<file path="src/hdl/hpb_pkg.sv">
package hpb_pkg;
  // ----------------------------------------
  // Widths
  // ----------------------------------------
  localparam int DATA_W = 16;
  localparam int LANE_W = 8;
  localparam int NMX_ADDR_W = 5;
  localparam int MUX_ADDR_W = 16;
  localparam int SYNC_W = 2;

  // ----------------------------------------
  // Address mode encodings
  // ----------------------------------------
  localparam logic [1:0] MODE_NONMUX = 2'h0;
  localparam logic [1:0] MODE_MUX_SINGLE = 2'h1;
  localparam logic [1:0] MODE_MUX_DUAL = 2'h2;

  // Straps after capture
  typedef struct packed {
    logic read_dir_pol;
    logic store_en_pol;
    logic select_pol;
    logic latch_pol;
    logic wide16;
    logic dir_enable_mode;
    logic [1:0] addr_mode;
  } hpb_cfg_t;

  localparam hpb_cfg_t CFG_RESET = '0;

  // Transfer phase states, one-hot
  typedef enum logic [3:0] {
    ST_IDLE = 4'b0001,
    ST_READ = 4'b0010,
    ST_WRITE = 4'b0100,
    ST_DONE = 4'b1000
  } hpb_state_t;
endpackage

</file>
<file path="src/hdl/hpb_if.sv">
`timescale 1ns/1ps
// Synchronised, polarity-corrected host strobes passed to the front end core
interface hpb_if;
  logic sel;
  logic rd;
  logic wr;
  logic lo_latch;
  logic hi_latch;
  logic [hpb_pkg::DATA_W-1:0] bus_in;
  logic qsel;
  logic [hpb_pkg::NMX_ADDR_W-1:0] addr_in;
  modport src (output sel, rd, wr, lo_latch, hi_latch, bus_in, qsel, addr_in);
  modport dst (input sel, rd, wr, lo_latch, hi_latch, bus_in, qsel, addr_in);
endinterface

</file>
<file path="src/hdl/hpb_sync.sv">
`timescale 1ns/1ps
// Two-stage synchroniser for a group of pin levels
module hpb_sync #(
  parameter int W = 1
) (
  input wire logic clk,
  input wire logic arst_n,
  input wire logic [W-1:0] d,
  output logic [W-1:0] q
);
  logic [W-1:0] meta_reg;
  logic [W-1:0] q_reg;

  // First stage feeds only the second stage
  always_ff @(posedge clk or negedge arst_n)
  begin
    if (!arst_n)
    begin
      meta_reg <= '0;
      q_reg <= '0;
    end
    else
    begin
      meta_reg <= d;
      q_reg <= meta_reg;
    end
  end

  assign q = q_reg;
endmodule

</file>
<file path="src/hdl/hpb_port.sv">
`timescale 1ns/1ps
// Functional notes
// - Straps are captured on reset release and held thereafter.
// - Read strobe is active low; read/direction strap inverts it.
// - Direction line: high is read, low is write; strap reverses it.
// - Data-phase strobe with direction marks data phase; active low, store strap inverts.
// - Store strobe marks a write; active low, store/enable strap inverts.
// - Transfers are answered only while device select is active; strap inverts.
// - Non-multiplexed queue window select routes access to data queues.
// - Non-multiplexed mode decodes the five dedicated address lines.
// - In 16-bit non-multiplexed mode address bit 0 is ignored.
// - 8-bit non-multiplexed mode ignores and never drives data bits 15-8.
// - Single-phase mux: upper address byte on 15-8, lower on 7-0.
// - Dual-phase mux: both address bytes arrive on bits 7-0.
// - 8-bit dual-phase mode leaves bits 15-8 unused and undriven.
// - Lower latch takes both bytes single-phase, lower byte only dual-phase.
// - Upper latch takes high byte dual-phase; latches capture on inactive edge.
module hpb_port (
  input wire logic clk,
  input wire logic arst_n,
  input wire logic read_dir_polarity_cfg,
  input wire logic store_enable_polarity_cfg,
  input wire logic select_polarity_cfg,
  input wire logic latch_polarity_cfg,
  input wire logic wide16_cfg,
  input wire logic dir_enable_mode_cfg,
  input wire logic [1:0] addr_mode_cfg,
  input wire logic sel_pin,
  input wire logic rd_pin,
  input wire logic wr_pin,
  input wire logic queue_window_select,
  input wire logic upper_latch_strobe,
  input wire logic lower_latch_strobe,
  input wire logic [hpb_pkg::NMX_ADDR_W-1:0] addr_pin,
  input wire logic [hpb_pkg::DATA_W-1:0] data_in,
  output logic [hpb_pkg::DATA_W-1:0] data_out,
  output logic [hpb_pkg::DATA_W-1:0] data_oe,
  output logic [hpb_pkg::MUX_ADDR_W-1:0] acc_addr,
  output logic acc_queue,
  output logic acc_rd,
  output logic acc_wr,
  output logic [hpb_pkg::DATA_W-1:0] acc_wdata,
  input wire logic [hpb_pkg::DATA_W-1:0] acc_rdata
);
  hpb_if pin_if ();
  hpb_pkg::hpb_cfg_t cfg_reg;
  logic cfg_taken_reg;
  logic pins_valid_reg;
  logic [6+hpb_pkg::NMX_ADDR_W+hpb_pkg::DATA_W-1:0] raw_s;
  logic sel_s, rd_s, wr_s, lo_s, hi_s;
  hpb_pkg::hpb_state_t state_reg, state_next;
  logic lo_prev_reg, hi_prev_reg;
  logic [hpb_pkg::MUX_ADDR_W-1:0] mux_addr_reg;
  logic [hpb_pkg::DATA_W-1:0] rdata_reg, wdata_reg;
  logic [hpb_pkg::MUX_ADDR_W-1:0] addr_reg;
  logic queue_reg, rd_pulse_reg, wr_pulse_reg, drive_reg;

  // ----------------------------------------
  // Strap capture
  // ----------------------------------------
  // Captured on first edge after release; async reset only loads constants
  always_ff @(posedge clk or negedge arst_n)
  begin
    if (!arst_n)
    begin
      cfg_reg <= hpb_pkg::CFG_RESET;
      cfg_taken_reg <= 1'b0;
      pins_valid_reg <= 1'b0;
    end
    else
    begin
      // Sync stages still hold reset zeros until one edge after capture
      pins_valid_reg <= cfg_taken_reg;
      if (!cfg_taken_reg)
      begin
        cfg_reg <= '{read_dir_polarity_cfg, store_enable_polarity_cfg, select_polarity_cfg,
                     latch_polarity_cfg, wide16_cfg, dir_enable_mode_cfg,
                     addr_mode_cfg};
        cfg_taken_reg <= 1'b1;
      end
    end
  end

  // ----------------------------------------
  // Pin synchronisation
  // ----------------------------------------
  hpb_sync #(.W(6 + hpb_pkg::NMX_ADDR_W + hpb_pkg::DATA_W)) u_sync (
    .clk(clk),
    .arst_n(arst_n),
    .d({sel_pin, rd_pin, wr_pin, lower_latch_strobe, upper_latch_strobe,
        queue_window_select, addr_pin, data_in}),
    .q(raw_s)
  );

  // Polarity: strobe pins are active low unless strap set; strap XOR gives active-high
  wire sel_raw = raw_s[hpb_pkg::DATA_W + hpb_pkg::NMX_ADDR_W + 5];
  wire rd_raw = raw_s[hpb_pkg::DATA_W + hpb_pkg::NMX_ADDR_W + 4];
  wire wr_raw = raw_s[hpb_pkg::DATA_W + hpb_pkg::NMX_ADDR_W + 3];
  wire lo_raw = raw_s[hpb_pkg::DATA_W + hpb_pkg::NMX_ADDR_W + 2];
  wire hi_raw = raw_s[hpb_pkg::DATA_W + hpb_pkg::NMX_ADDR_W + 1];
  wire dir_is_read = rd_raw ^ cfg_reg.read_dir_pol;
  wire enb_active = ~wr_raw ^ cfg_reg.store_en_pol;
  // Reset zeros in the sync stages look like active strobes, so gate select and both latch strobes
  assign pin_if.sel = pins_valid_reg & (~sel_raw ^ cfg_reg.select_pol);
  assign pin_if.rd = cfg_reg.dir_enable_mode ? (enb_active & dir_is_read)
                                             : (~rd_raw ^ cfg_reg.read_dir_pol);
  assign pin_if.wr = cfg_reg.dir_enable_mode ? (enb_active & ~dir_is_read)
                                             : (~wr_raw ^ cfg_reg.store_en_pol);
  assign pin_if.lo_latch = pins_valid_reg & (~lo_raw ^ cfg_reg.latch_pol);
  assign pin_if.hi_latch = pins_valid_reg & (~hi_raw ^ cfg_reg.latch_pol);
  assign pin_if.qsel = raw_s[hpb_pkg::DATA_W + hpb_pkg::NMX_ADDR_W];
  assign pin_if.addr_in = raw_s[hpb_pkg::DATA_W +: hpb_pkg::NMX_ADDR_W];
  assign pin_if.bus_in = raw_s[hpb_pkg::DATA_W-1:0];
  assign sel_s = pin_if.sel;
  assign rd_s = pin_if.rd;
  assign wr_s = pin_if.wr;
  assign lo_s = pin_if.lo_latch;
  assign hi_s = pin_if.hi_latch;

  // ----------------------------------------
  // Address formation
  // ----------------------------------------
  wire is_nonmux = cfg_reg.addr_mode == hpb_pkg::MODE_NONMUX;
  wire is_dual = cfg_reg.addr_mode == hpb_pkg::MODE_MUX_DUAL;
  wire lo_fall = lo_prev_reg & ~lo_s; // Capture on strobe going inactive
  wire hi_fall = hi_prev_reg & ~hi_s;
  wire [hpb_pkg::LANE_W-1:0] lane_lo = pin_if.bus_in[hpb_pkg::LANE_W-1:0];
  wire [hpb_pkg::LANE_W-1:0] lane_hi = pin_if.bus_in[hpb_pkg::DATA_W-1:hpb_pkg::LANE_W];
  // Bit 0 dropped in 16-bit mode so word addresses stay even
  wire [hpb_pkg::NMX_ADDR_W-1:0] nmx_addr =
    cfg_reg.wide16 ? {pin_if.addr_in[hpb_pkg::NMX_ADDR_W-1:1], 1'b0}
                   : pin_if.addr_in;
  wire [hpb_pkg::MUX_ADDR_W-1:0] cur_addr =
    is_nonmux ? {{(hpb_pkg::MUX_ADDR_W-hpb_pkg::NMX_ADDR_W){1'b0}}, nmx_addr} : mux_addr_reg;
  // Upper lanes are ignored wherever 8-bit width disables them
  wire [hpb_pkg::DATA_W-1:0] wdata_in =
    cfg_reg.wide16 ? pin_if.bus_in : {{hpb_pkg::LANE_W{1'b0}}, lane_lo};

  // Multiplexed address latches
  always_ff @(posedge clk or negedge arst_n)
  begin
    if (!arst_n)
    begin
      lo_prev_reg <= 1'b0;
      hi_prev_reg <= 1'b0;
      mux_addr_reg <= '0;
    end
    else
    begin
      lo_prev_reg <= lo_s;
      hi_prev_reg <= hi_s;
      if (!is_nonmux && lo_fall)
        mux_addr_reg[hpb_pkg::LANE_W-1:0] <= lane_lo;
      // Both strobes may close in one cycle; each byte has its own source
      if (!is_nonmux && !is_dual && lo_fall)
        mux_addr_reg[hpb_pkg::MUX_ADDR_W-1:hpb_pkg::LANE_W] <= lane_hi;
      else if (is_dual && hi_fall)
        mux_addr_reg[hpb_pkg::MUX_ADDR_W-1:hpb_pkg::LANE_W] <= lane_lo;
    end
  end

  // ----------------------------------------
  // Transfer sequencing
  // ----------------------------------------
  // One access pulse per strobe; DONE waits for strobe release
  always_comb
  begin
    state_next = state_reg;
    unique case (state_reg)
      hpb_pkg::ST_IDLE:
        if (sel_s && rd_s)
          state_next = hpb_pkg::ST_READ;
        else if (sel_s && wr_s)
          state_next = hpb_pkg::ST_WRITE;
      hpb_pkg::ST_READ:
        if (!(sel_s && rd_s))
          state_next = hpb_pkg::ST_IDLE;
      hpb_pkg::ST_WRITE:
        state_next = hpb_pkg::ST_DONE;
      hpb_pkg::ST_DONE:
        if (!(sel_s && wr_s))
          state_next = hpb_pkg::ST_IDLE;
      default:
        state_next = hpb_pkg::ST_IDLE;
    endcase
  end

  // Write data sampled at end of strobe would cost a cycle; hosts hold data with strobe
  always_ff @(posedge clk or negedge arst_n)
  begin
    if (!arst_n)
    begin
      state_reg <= hpb_pkg::ST_IDLE;
      addr_reg <= '0;
      queue_reg <= 1'b0;
      wdata_reg <= '0;
      rd_pulse_reg <= 1'b0;
      wr_pulse_reg <= 1'b0;
      drive_reg <= 1'b0;
      rdata_reg <= '0;
    end
    else
    begin
      state_reg <= state_next;
      rd_pulse_reg <= (state_reg == hpb_pkg::ST_IDLE) && (state_next == hpb_pkg::ST_READ);
      wr_pulse_reg <= (state_reg == hpb_pkg::ST_IDLE) && (state_next == hpb_pkg::ST_WRITE);
      drive_reg <= state_next == hpb_pkg::ST_READ;
      if (state_reg == hpb_pkg::ST_IDLE)
      begin
        addr_reg <= cur_addr;
        queue_reg <= is_nonmux & pin_if.qsel;
        wdata_reg <= wdata_in;
      end
      if (rd_pulse_reg)
        rdata_reg <= acc_rdata;
    end
  end

  // ----------------------------------------
  // Outputs
  // ----------------------------------------
  assign acc_addr = addr_reg;
  assign acc_queue = queue_reg;
  assign acc_rd = rd_pulse_reg;
  assign acc_wr = wr_pulse_reg;
  assign acc_wdata = wdata_reg;
  assign data_out = cfg_reg.wide16 ? rdata_reg
                                   : {{hpb_pkg::LANE_W{1'b0}}, rdata_reg[hpb_pkg::LANE_W-1:0]};
  // Upper lane enables forced off in 8-bit width
  assign data_oe = {{hpb_pkg::LANE_W{drive_reg & cfg_reg.wide16}},
                    {hpb_pkg::LANE_W{drive_reg}}};
endmodule

</file>
<file path="config.mk">
export PLATFORM = sky130hd
export DESIGN_NAME = hpb_port
export DESIGN_NICKNAME = d
export VERILOG_FILES = /design/src/hdl/hpb_pkg.sv /design/src/hdl/hpb_if.sv /design/src/hdl/hpb_sync.sv /design/src/hdl/hpb_port.sv
export SDC_FILE = /design/constraint.sdc
export NUM_CORES = 1
export LEC_CHECK = 0
export BUFFER_PORTS_ARGS = -buffer_cell sky130_fd_sc_hd__buf_4
export CAP_MARGIN = 5
export CORE_ASPECT_RATIO = 0.75
export CORE_UTILIZATION = 35
export DETAILED_ROUTE_END_ITERATION = 8
export MAX_ROUTING_LAYER = met4
export PLACE_DENSITY = 0.54
export SLEW_MARGIN = 20
export SYNTH_ARGS = -nofsm -noshare
export SYNTH_HDL_FRONTEND = slang
export SYNTH_SLANG_ARGS = --single-unit
</file>
<file path="constraint.sdc">
create_clock -name clk -period 2.4 [get_ports clk]
set_clock_uncertainty 0.15 [all_clocks]
set_input_delay 0.24 -clock clk [delete_from_list [all_inputs] [get_ports clk]]
set_output_delay 0.24 -clock clk [all_outputs]
set_load 0.03 [all_outputs]
</file>
Word-level counts from Yosys, hierarchy flattened --
Index checks and enable logic that the tools add are counted.
Word-level totals: register bits after elaboration 138, input port bits 53, output and inout bits 67, logic and storage cells 78
Operators by class: equality and inequality tests 7, mux-type cells 13, bitwise gates (word level) 23, reductions and logical operators 12
Operators with widths (count):
- $mux 16 | 3
- $mux 4 | 4
- $mux 8 | 2
- $pmux 4 s4 | 1
- $and 1x1->1 | 9
- $eq 4x2->1 const B | 2
- $eq 4x3->1 const B | 2
- $logic_and 1x1->1 | 8
- $not 1->1 | 8
- $xor 1x1->1 | 6
- $eq 4x1->1 const B | 1
- $eq 4x4->1 const B | 1
- $mux 1 | 3
- $eq 2x2->1 const B | 1
- $logic_not 1->1 | 2
- $logic_not 2->1 | 1
- $reduce_bool 2->1 | 1

Longest topological paths before layout --
Gate-level depths: netlist (run 1).
depth in word-level cells 10, gate-level depth with buffers 6, mapped depth without buffers 5

Hierarchy --
From an unflattened synthesis (run 1), not the netlist that was laid out.
Unflattened totals: cells, all modules 356, area total of the unflattened synthesis 4937.2 um^2
Modules (own cells, without submodules):
- hpb_port | times used 1, cells an instance 302, area an instance 3585.9 um^2, sequential area each 2103.3 um^2
- hpb_sync | times used 1, cells an instance 54, area an instance 1351.3 um^2, sequential area each 1351.3 um^2

Worst setup path after synthesis (run 1) --
No wires, ideal clock.
path type register -> output, start reg cfg_reg[3] (netlist bit), end out data_oe[10] (netlist bit), arrival 1460 ps, data required time 2010 ps, slack 550 ps, cell stages (with the launch flop) 5, path buffers 3, path through dfrtp_1 -> clkbuf_1 -> clkbuf_1 -> and2_1 -> buf_4
Between the ends: cells in the longest elaborated chain, start to end 1
RTL lines:
- start, declared | line hpb_port.sv:46 | hpb_pkg::hpb_cfg_t cfg_reg;
- start signal, assigned | line hpb_port.sv:66 | cfg_reg <= hpb_pkg::CFG_RESET;
- start signal, assigned | line hpb_port.sv:76 | cfg_reg <= '{read_dir_polarity_cfg, store_enable_polarity_cfg, select_polarity_cfg,
- $and 1x1->1 | line hpb_port.sv:230 | assign data_oe = {{hpb_pkg::LANE_W{drive_reg & cfg_reg.wide16}},
- end, declared | line hpb_port.sv:37 | output logic [hpb_pkg::DATA_W-1:0] data_oe,
No other way between the ends.

Worst setup path in the final report (run 1) --
start reg state_reg[2], end reg wdata_reg, in the netlist acc_wdata[7]
Between the ends: cells in the longest elaborated chain, start to end 1
RTL lines:
- start, declared | line hpb_port.sv:51 | hpb_pkg::hpb_state_t state_reg, state_next;
- start signal, assigned | line hpb_port.sv:193 | state_reg <= hpb_pkg::ST_IDLE;
- start signal, assigned | line hpb_port.sv:204 | state_reg <= state_next;
- $eq 4x1->1 | line hpb_port.sv:208 | if (state_reg == hpb_pkg::ST_IDLE)
- end signal, assigned | line hpb_port.sv:212 | wdata_reg <= wdata_in;
- end, declared | line hpb_port.sv:54 | logic [hpb_pkg::DATA_W-1:0] rdata_reg, wdata_reg;
No other way between the ends. A chain may end at the register's enable or synchronous reset.

==> run summary, run 1 <==
H-tree depth = 4
Final TNS setup = 0 ns
Place WS = 0.414 ns
later-pin clock latency in the skew report = 0.41 ns
vias in the first global route = 3,210
total clock sinks = 138
status = complete, no violations
Cells after Synth = 367
Post-Syn Nets = 420
Crit-path slowest cell = dfrtp_1
EDFF count, synth = 0
Worst Path Max Fanout = 31
initial antenna violation count = 0
synth cell count leaders = 137 x dfrtp_1, 63 x nand2_1, 40 x mux2_2
synthesis-to-finish area growth = 42.0%
Post-Syn Area = 4950 µm²
max-cap viol count = 0
Sw Pwr = 2.47 mW
Synth area leaders = dfrtp_1 69%, mux2_2 9.1%, nand2_1 4.8%
first-pass GRT wire length = 17.1 mm
share of layout cells above drive strength 1 = 38.1%
detailed-route DRC error count = 0
CTS tree = done
port bufs = 119
Flop pwr share = 40.4%
DRT iter0 DRCs = 159
worst setup margin = 0.435 ns
# rows = 37
CTS Buffer Depth = 2
CTS root buf = clkbuf_16
Crit Path Category = flip-flop to flip-flop
synth unique cells = 32
pin count of the biggest net entering global routing = 62
most frequent cell after synthesis = dfrtp_1
dominant delay contributor by cell family on the critical path = simple AND/OR/NAND/NOR gates
Seq/Total Area, Yosys = 69.7%
P_int = 5.26 mW
DP Wirelength = 6.66 mm
setup repair bufs after CTS = 0
Sw Share = 32.0%
CP Data Arrival Time = 2.11 ns
Hold Path Class = flip-flop to flip-flop
Peak VDD IR = 0.564 mV
Initial Utilization = 36.0%
I/O pin cnt = 120
area leader, netlist = dfrtp_1
final setup fails = 0
Period Utilization, post-route = 81.9%
Async S/R FF share, synth = 100%
Worst-path clk slew = 0.06 ns
PD cells = 1100 nW/µm²
final hold viol count = 0
DIE WIDTH = 139 µm
DRT antenna net count = 0
Critical Path RT = 2.54 ns
post-synthesis sequential element count = 138
GRT Total Usage = 15.9%
Pre-Repair DR Iteration Count = 4
Achievable Freq = 509 MHz
die height = 105 µm
unrepaired setup endpoints after global routing = false
CP peak stage delay = 0.46 ns
routed vias = 3,151
prevailing post-synth register cell = dfrtp_1
Hold Slack = 0.195 ns
GRT Residual Overflow = 0
CP Cell Sequence = nor2_1 > nand3_2 > buf_4 > mux2_2
worst-margin pin slew = 0.714 ns
Max Slew Vio Count = 0
startpoint type of the worst setup path = flip-flop
CTS Buf Count = 17
CP endpoint kind = flip-flop
Avg WL per Cell = 14.3 µm
Slew Limit Headroom = 52.4%
Lkg Pwr = 3.27 nW
Placeable Area = 13,700 µm²
crit path buf inv count = 1
min cycle time layout = 1.97 ns
vias per cell = 4.42
routability congestion estimate = 0.755
# nets final = 578
Post-Route WL = 10.2 mm
Mapped Avg Cell Area = 13.5 µm²
Hold Buf Count CTS = 52
fin util = 51.2%
die area = 14,600 µm²
cts repair resizes = 0
clock power share = 33.7%
logic gate share of total power = 25.9%
post-synth top area share = 69.2%
antenna fix cells = 0
YS warnings = 0
[routing by layer]
metal	vias to the layer above	global-route usage [%]	share of wire, %
met3	6	5.13	4.7
met1	1545	21.2	48
met4	0	4.76	0.81
met5	-	-	0
li1	1517	-	-
met2	83	23.0	46
[cells by family (layout without fill, tap and decap cells)]
group | count (synthesis) | in the layout | share of synthesized area [%]
xor+xnor | 6 | 6 | 1.06
simple gates | 93 | 93 | 8.84
compound gates | 43 | 43 | 5.38
buf+inv | 42 | 213 | 5.00
mux | 44 | 44 | 9.90
flops | 138 | 138 | 69.7
other cells | 1 | 1 | 0.0757
[worst paths after layout]
path	end	startpoint	cells after the start	slack, ns
worst min-delay path	u_sync.q[21]$_DFF_PN0_	u_sync.meta_reg[21]$_DFF_PN0_	0	0.20
worst max register to register	acc_wdata[7]$_DFFE_PN0P_	state_reg[2]$_DFF_PN0_	4	0.43
worst min register to register	u_sync.q[21]$_DFF_PN0_	u_sync.meta_reg[21]$_DFF_PN0_	0	0.20
worst max-delay path	acc_wdata[7]$_DFFE_PN0P_	state_reg[2]$_DFF_PN0_	4	0.43
min in group asynchronous	acc_wdata[4]$_DFFE_PN0P_	arst_n	2	0.23
max in group asynchronous	state_reg[0]$_DFF_PN1_	arst_n	3	1.21
[area by class of cell]
class	count	area, µm²
multi-input cells	187	1260
repair buffers	177	1490
clock buffers	18	439
flip-flops and latches	138	3450
fillers	1202	6720
well taps	175	219
inverters	4	15.0
clock inverters	14	161
[per-stage QoR]
stage,power [mW],area [µm²],std cells
2_1_floorplan,4.42,4950,367
3_3_place_gp,5.09,5910,629
3_5_place_dp,5.13,5910,629
4_1_cts,7.83,7030,713
5_1_grt,8.15,7030,713
6_report,7.73,7030,713
[power groups by stage]
stage               clock, mW  combinational [mW]  sequential, mW
finish                   2.60                2.00            3.12
detailed placement          0                1.96            3.17
CTS                      2.67                2.03            3.13
floorplan                   0               0.977            3.44
global placement            0                1.94            3.15
global route             2.80                2.15            3.20
[worst reg2reg max path, delay by kind of cell (launching register included)]
family	cells	cell delay, ns
buf+inv	1	0.40
flops	1	0.46
simple gates	2	0.53
mux	1	0.31
[cell usage in the layout, fill, tap and decap left out, types with 3 or more instances in the layout]
cell type      netlist  layout
a21oi_1              3       3
a22oi_1              8       8
and2_1              10      10
buf_4               23     122
clkbuf_16            0      17
clkinvlp_4           0       5
dfrtp_1            137     137
dlygate4sd3_1        0      52
inv_1                4       4
inv_6                0       4
mux2_2              40      40
mux2i_1              4       4
nand2_1             63      63
nor2_1               5       5
nor4b_1              5       5
o21ai_0             25      25
xnor2_1              4       4
No activity file was read; power rests on OpenSTA's default activity.
==> run 2, diff against run 1 <==
==> constraint.sdc (replaced) <==
create_clock -name clk -period 1.87 [get_ports clk]
set_clock_uncertainty 0.15 [all_clocks]
set_input_delay 0.187 -clock clk [delete_from_list [all_inputs] [get_ports clk]]
set_output_delay 0.187 -clock clk [all_outputs]
set_load 0.03 [all_outputs]
==> run 2 against run 1 <==
Worst setup slack lost 0.28 ns; first-iteration DRC count is 18% lower; flip-flop and latch count unchanged; clock power up 38%; clock-buffer cell count grew 4.
==> run summary, run 2 (synthesis results as in run 1) <==
Crit Path Category = flip-flop to flip-flop (unchanged)
startpoint type of the worst setup path = flip-flop (unchanged)
DP Wirelength = 6.62 mm (was 6.66 mm)
die height = 105 µm (unchanged)
final setup fails = 0 (unchanged)
# rows = 37 (unchanged)
GRT Total Usage = 15.5% (was 15.9%)
later-pin clock latency in the skew report = 0.41 ns (about the same)
die area = 14,600 µm² (unchanged)
Pwr Total = 10.2 mW (was 7.73 mW)
Initial Utilization = 36.0% (unchanged)
unrepaired setup endpoints after global routing = false (unchanged)
DRT iter0 DRCs = 131 (was 159)
Slew Limit Headroom = 65.0% (was 52.4%)
Max Slew Vio Count = 0 (unchanged)
CP Cell Sequence = xnor2_1 > and2_4 > nor3b_4 > buf_4 > mux2_2 (was nor2_1 > nand3_2 > buf_4 > mux2_2)
Final TNS setup = 0 ns (unchanged)
DIE WIDTH = 139 µm (unchanged)
dpl cells = 634 (was 629)
first-pass GRT wire length = 16.8 mm (was 17.1 mm)
Post-Route WL = 10.1 mm (was 10.2 mm)
CTS Buf Count = 17 (unchanged)
CP Data Arrival Time = 1.86 ns (was 2.11 ns)
post-route non-filler standard cell count = 718 (was 713)
total clock sinks = 138 (unchanged)
port bufs = 119 (unchanged)
max-cap viol count = 0 (unchanged)
Worst Path Max Fanout = 8 (was 31)
CTS root buf = clkbuf_16 (unchanged)
Placeable Area = 13,700 µm² (unchanged)
final hold viol count = 0 (unchanged)
worst setup margin = 0.153 ns (was 0.435 ns)
Critical Path RT = 2.01 ns (was 2.54 ns)
antenna fix cells = 0 (unchanged)
commonest non-fill, non-tap cell in the layout = dfrtp_1 (unchanged)
Avg WL per Cell = 14.1 µm (was 14.3 µm)
Place WS = 0.154 ns (was 0.414 ns)
routed vias = 3,191 (was 3,151)
pin count of the biggest net entering global routing = 73 (was 62)
GRT Residual Overflow = 0 (unchanged)
Crit-path slowest cell = dfrtp_1 (unchanged)
Lkg Pwr = 3.33 nW (was 3.27 nW)
CTS tree = done (unchanged)
CP endpoint kind = flip-flop (unchanged)
Hold Slack = 0.0698 ns (was 0.195 ns)
Area after DPL = 5940 µm² (was 5910 µm²)
share of layout cells above drive strength 1 = 38.7% (was 38.1%)
vias in the first global route = 3,299 (was 3,210)
reg-to-reg slack, setup = 0.15 ns (was 0.43 ns)
H-tree depth = 4 (unchanged)
min cycle time layout = 1.72 ns (was 1.97 ns)
CTS Buffer Depth = 2 (unchanged)
status = complete, no violations (unchanged)
fin util = 51.7% (was 51.2%)
worst-margin pin slew = 0.523 ns (was 0.714 ns)
I/O pin cnt = 120 (unchanged)
vias per cell = 4.44 (was 4.42)
DRT antenna net count = 0 (unchanged)
post-route cell area = 7110 µm² (was 7030 µm²)
Peak VDD IR = 0.780 mV (was 0.564 mV)
synthesis-to-finish area growth = 43.4% (was 42.0%)
commonest non-fill, non-tap cells in the layout = 137 x dfrtp_1, 128 x buf_4, 63 x nand2_1 (was 137 x dfrtp_1, 122 x buf_4, 63 x nand2_1)
routability congestion estimate = 0.739 (was 0.755)
CP peak stage delay = 0.40 ns (was 0.46 ns)
Achievable Freq = 582 MHz (was 509 MHz)
Period Utilization, post-route = 91.8% (was 81.9%)
setup repair bufs after CTS = 0 (unchanged)
detailed-route DRC error count = 0 (unchanged)
initial antenna violation count = 0 (unchanged)
Pre-Repair DR Iteration Count = 4 (unchanged)
Worst-path clk slew = 0.06 ns (about the same)
PD cells = 1430 nW/µm² (was 1100 nW/µm²)
Hold Path Class = input port to asynchronous set/reset pin (was flip-flop to flip-flop)
# nets final = 583 (was 578)
crit path buf inv count = 1 (unchanged)
dominant delay contributor by cell family on the critical path = flip-flops (was simple AND/OR/NAND/NOR gates)
-- run 2: layout make-up --
cell class              count  area, µm²
fillers                  1226       6640
clock buffers              22        484
repair buffers            182       1510
well taps                 175        219
inverters                   4       15.0
multi-input cells         187       1260
clock inverters            10        163
flip-flops and latches    138       3450
-- run 2: routing by layer --
metal	GRT usage (%)	up-vias	share of wire, %
li1	-	1537	-
met1	20.3	1562	49
met2	22.9	80	46
met3	5.04	12	4.4
met4	4.76	0	1.1
met5	-	-	0
-- run 2: worst paths after layout --
path / startpoint / endpoint / cells past startpoint
worst max-delay path: cfg_reg[4]$_DFFE_PN0N_ / mux_addr_reg[2]$_DFFE_PN0P_ / 5
worst min-delay path: arst_n / u_sync.q[20]$_DFF_PN0_ / 2
worst max register to register: cfg_reg[4]$_DFFE_PN0N_ / mux_addr_reg[2]$_DFFE_PN0P_ / 5
worst min register to register: u_sync.meta_reg[9]$_DFF_PN0_ / u_sync.q[9]$_DFF_PN0_ / 0
max in group asynchronous: arst_n / state_reg[0]$_DFF_PN1_ / 3
min in group clk: u_sync.meta_reg[9]$_DFF_PN0_ / u_sync.q[9]$_DFF_PN0_ / 0
-- run 2: report_power, final --
part | leakage, nW | internal (mW) | switching (mW)
Sequential | 1.66 | 3.63 | 0.368
Combinational | 1.36 | 1.11 | 1.49
Clock | 0.313 | 2.38 | 1.21
-- run 2: repair_timing --
item,4_1_cts,5_1_grt
endpoints found under the hold margin,188,0
endpoints found under the setup margin,0,8
hold buffers,52,0
resized for setup,0,1
==> run 3, diff against run 2 <==
--- a/config.mk
+++ b/config.mk
@@ -8,8 +8,10 @@
 export BUFFER_PORTS_ARGS = -buffer_cell sky130_fd_sc_hd__buf_4
 export CAP_MARGIN = 5
 export CORE_ASPECT_RATIO = 0.75
+export CORE_MARGIN = 2
 export CORE_UTILIZATION = 35
 export DETAILED_ROUTE_END_ITERATION = 8
+export GPL_ROUTABILITY_DRIVEN = 0
 export MAX_ROUTING_LAYER = met4
 export PLACE_DENSITY = 0.54
 export SLEW_MARGIN = 20
==> run 3 against run 2 <==
Sequential share of layout area increased by 0.078 points; maximum frequency decreased by 1.3%; hold slack better by 0.041 ns; critical path type unchanged; core utilization is 0.064 points lower; cell count up 0.14%; wire length barely moved; global-route usage shrank 0.72 points; cell area shrank 0.12%.
==> run summary, run 3 (synthesis results as in run 1) <==
Worst-path clk slew = 0.06 ns (about the same)
fin util = 51.6% (was 51.7%)
Peak VDD IR = 0.691 mV (was 0.780 mV)
# nets final = 584 (was 583)
H-tree depth = 4 (unchanged)
CTS Buf Count = 17 (unchanged)
commonest non-fill, non-tap cell in the layout = dfrtp_1 (unchanged)
DRT antenna net count = 0 (unchanged)
unrepaired setup endpoints after global routing = false (unchanged)
PD cells = 1410 nW/µm² (was 1430 nW/µm²)
first-pass GRT wire length = 16.7 mm (was 16.8 mm)
Avg WL per Cell = 14.1 µm (about the same)
Max Slew Vio Count = 0 (unchanged)
initial antenna violation count = 0 (unchanged)
Slew Limit Headroom = 62.7% (was 65.0%)
CTS tree = done (unchanged)
later-pin clock latency in the skew report = 0.41 ns (about the same)
max-cap viol count = 0 (unchanged)
CTS root buf = clkbuf_16 (unchanged)
vias per cell = 4.42 (was 4.44)
vias in the first global route = 3,244 (was 3,299)
synthesis-to-finish area growth = 43.3% (was 43.4%)
post-route non-filler standard cell count = 719 (was 718)
CTS Buffer Depth = 2 (unchanged)
DIE WIDTH = 141 µm (was 139 µm)
Pwr Total = 10.0 mW (was 10.2 mW)
GRT Total Usage = 14.8% (was 15.5%)
final setup fails = 0 (unchanged)
Pre-Repair DR Iteration Count = 4 (unchanged)
Post-Route WL = 10.2 mm (was 10.1 mm)
pin count of the biggest net entering global routing = 55 (was 73)
CP Data Arrival Time = 1.88 ns (was 1.86 ns)
Period Utilization, post-route = 93.0% (was 91.8%)
Achievable Freq = 575 MHz (was 582 MHz)
worst-margin pin slew = 0.558 ns (was 0.523 ns)
commonest non-fill, non-tap cells in the layout = 136 x dfrtp_1, 127 x buf_4, 63 x nand2_1 (was 137 x dfrtp_1, 128 x buf_4, 63 x nand2_1)
die height = 107 µm (was 105 µm)
fill cell count = 1,202 (was 1,226)
dpl cells = 634 (unchanged)
Lkg Pwr = 3.32 nW (was 3.33 nW)
Worst Path Max Fanout = 8 (unchanged)
status = complete, no violations (unchanged)
I/O pin cnt = 120 (unchanged)
routed vias = 3,178 (was 3,191)
port bufs = 119 (unchanged)
share of layout cells above drive strength 1 = 39.2% (was 38.7%)
final hold viol count = 0 (unchanged)
GRT Residual Overflow = 0 (unchanged)
Hold Slack = 0.110 ns (was 0.0698 ns)
Crit Path Category = flip-flop to flip-flop (unchanged)
detailed-route DRC error count = 0 (unchanged)
die area = 15,100 µm² (was 14,600 µm²)
Initial Utilization = 36.0% (unchanged)
Hold Path Class = input port to asynchronous set/reset pin (unchanged)
Final TNS setup = 0 ns (unchanged)
DRT iter0 DRCs = 112 (was 131)
Critical Path RT = 2.01 ns (about the same)
# rows = 37 (unchanged)
CP endpoint kind = flip-flop (unchanged)
antenna fix cells = 0 (unchanged)
DP Wirelength = 6.79 mm (was 6.62 mm)
total clock sinks = 138 (unchanged)
min cycle time layout = 1.74 ns (was 1.72 ns)
Placeable Area = 13,700 µm² (unchanged)
startpoint type of the worst setup path = flip-flop (unchanged)
-- run 3: area by class of cell --
cell class / instances / area (µm²) / area share, %
timing repair buffer: 183 / 1550 / 21.8
clock buffer: 17 / 425 / 5.99
clock inverter: 15 / 179 / 2.52
inverter: 4 / 15.0 / 0.212
tap: 175 / 219 / 3.09
sequential: 138 / 3460 / 48.7
multi-input combinational: 187 / 1260 / 17.7
-- run 3: layer usage --
metal  up-vias  GRT usage, %  wire length, µm
met1      1552          20.2             5060
met2        78          21.6             4560
li1       1536             -                -
met4         0          5.14              102
met3        12          3.84              430
met5         -             -                0
-- run 3: power by group --
part | switching [mW] | internal, mW | total (mW)
clock | 1.38 | 2.02 | 3.40
sequential | 0.356 | 3.62 | 3.98
combinational | 1.50 | 1.13 | 2.63
total | 3.24 | 6.77 | 10.0
-- run 3: repair_timing --
action | CTS | global route
resized for setup | 1 | 1
buffers inserted | 0 | 1
hold endpoints to repair | 189 | 0
setup endpoints to repair | 16 | 4
hold buffers | 52 | 0
-- run 3: worst max-delay path: stages (launching register included) --
cell and delay, ns:
dfrtp_1 0.42, xnor2_1 0.17, and2_4 0.18, nor3b_4 0.15, buf_4 0.20, mux2_2 0.35
-- run 3: worst paths after layout --
kind | endpoint | slack (ns) | cells after the start | from
worst max-delay path | mux_addr_reg[6]$_DFFE_PN0P_ | 0.13 | 5 | cfg_reg[4]$_DFFE_PN0N_
worst min-delay path | u_sync.meta_reg[4]$_DFF_PN0_ | 0.11 | 2 | arst_n
worst max register to register | mux_addr_reg[6]$_DFFE_PN0P_ | 0.13 | 5 | cfg_reg[4]$_DFFE_PN0N_
worst min register to register | u_sync.q[19]$_DFF_PN0_ | 0.19 | 0 | u_sync.meta_reg[19]$_DFF_PN0_
max in group asynchronous | rdata_reg[12]$_DFFE_PN0P_ | 0.83 | 3 | arst_n
min in group clk | u_sync.q[19]$_DFF_PN0_ | 0.19 | 0 | u_sync.meta_reg[19]$_DFF_PN0_
-- run 3: metrics by stage --
step                      setup WS, ns  instance area, µm²
final                            0.131                7100
after global routing            0.0386                7100
after CTS                       0.0545                7090
after detailed placement         0.141                5960
after global placement           0.185                5960
after floorplan                 0.0725                4950
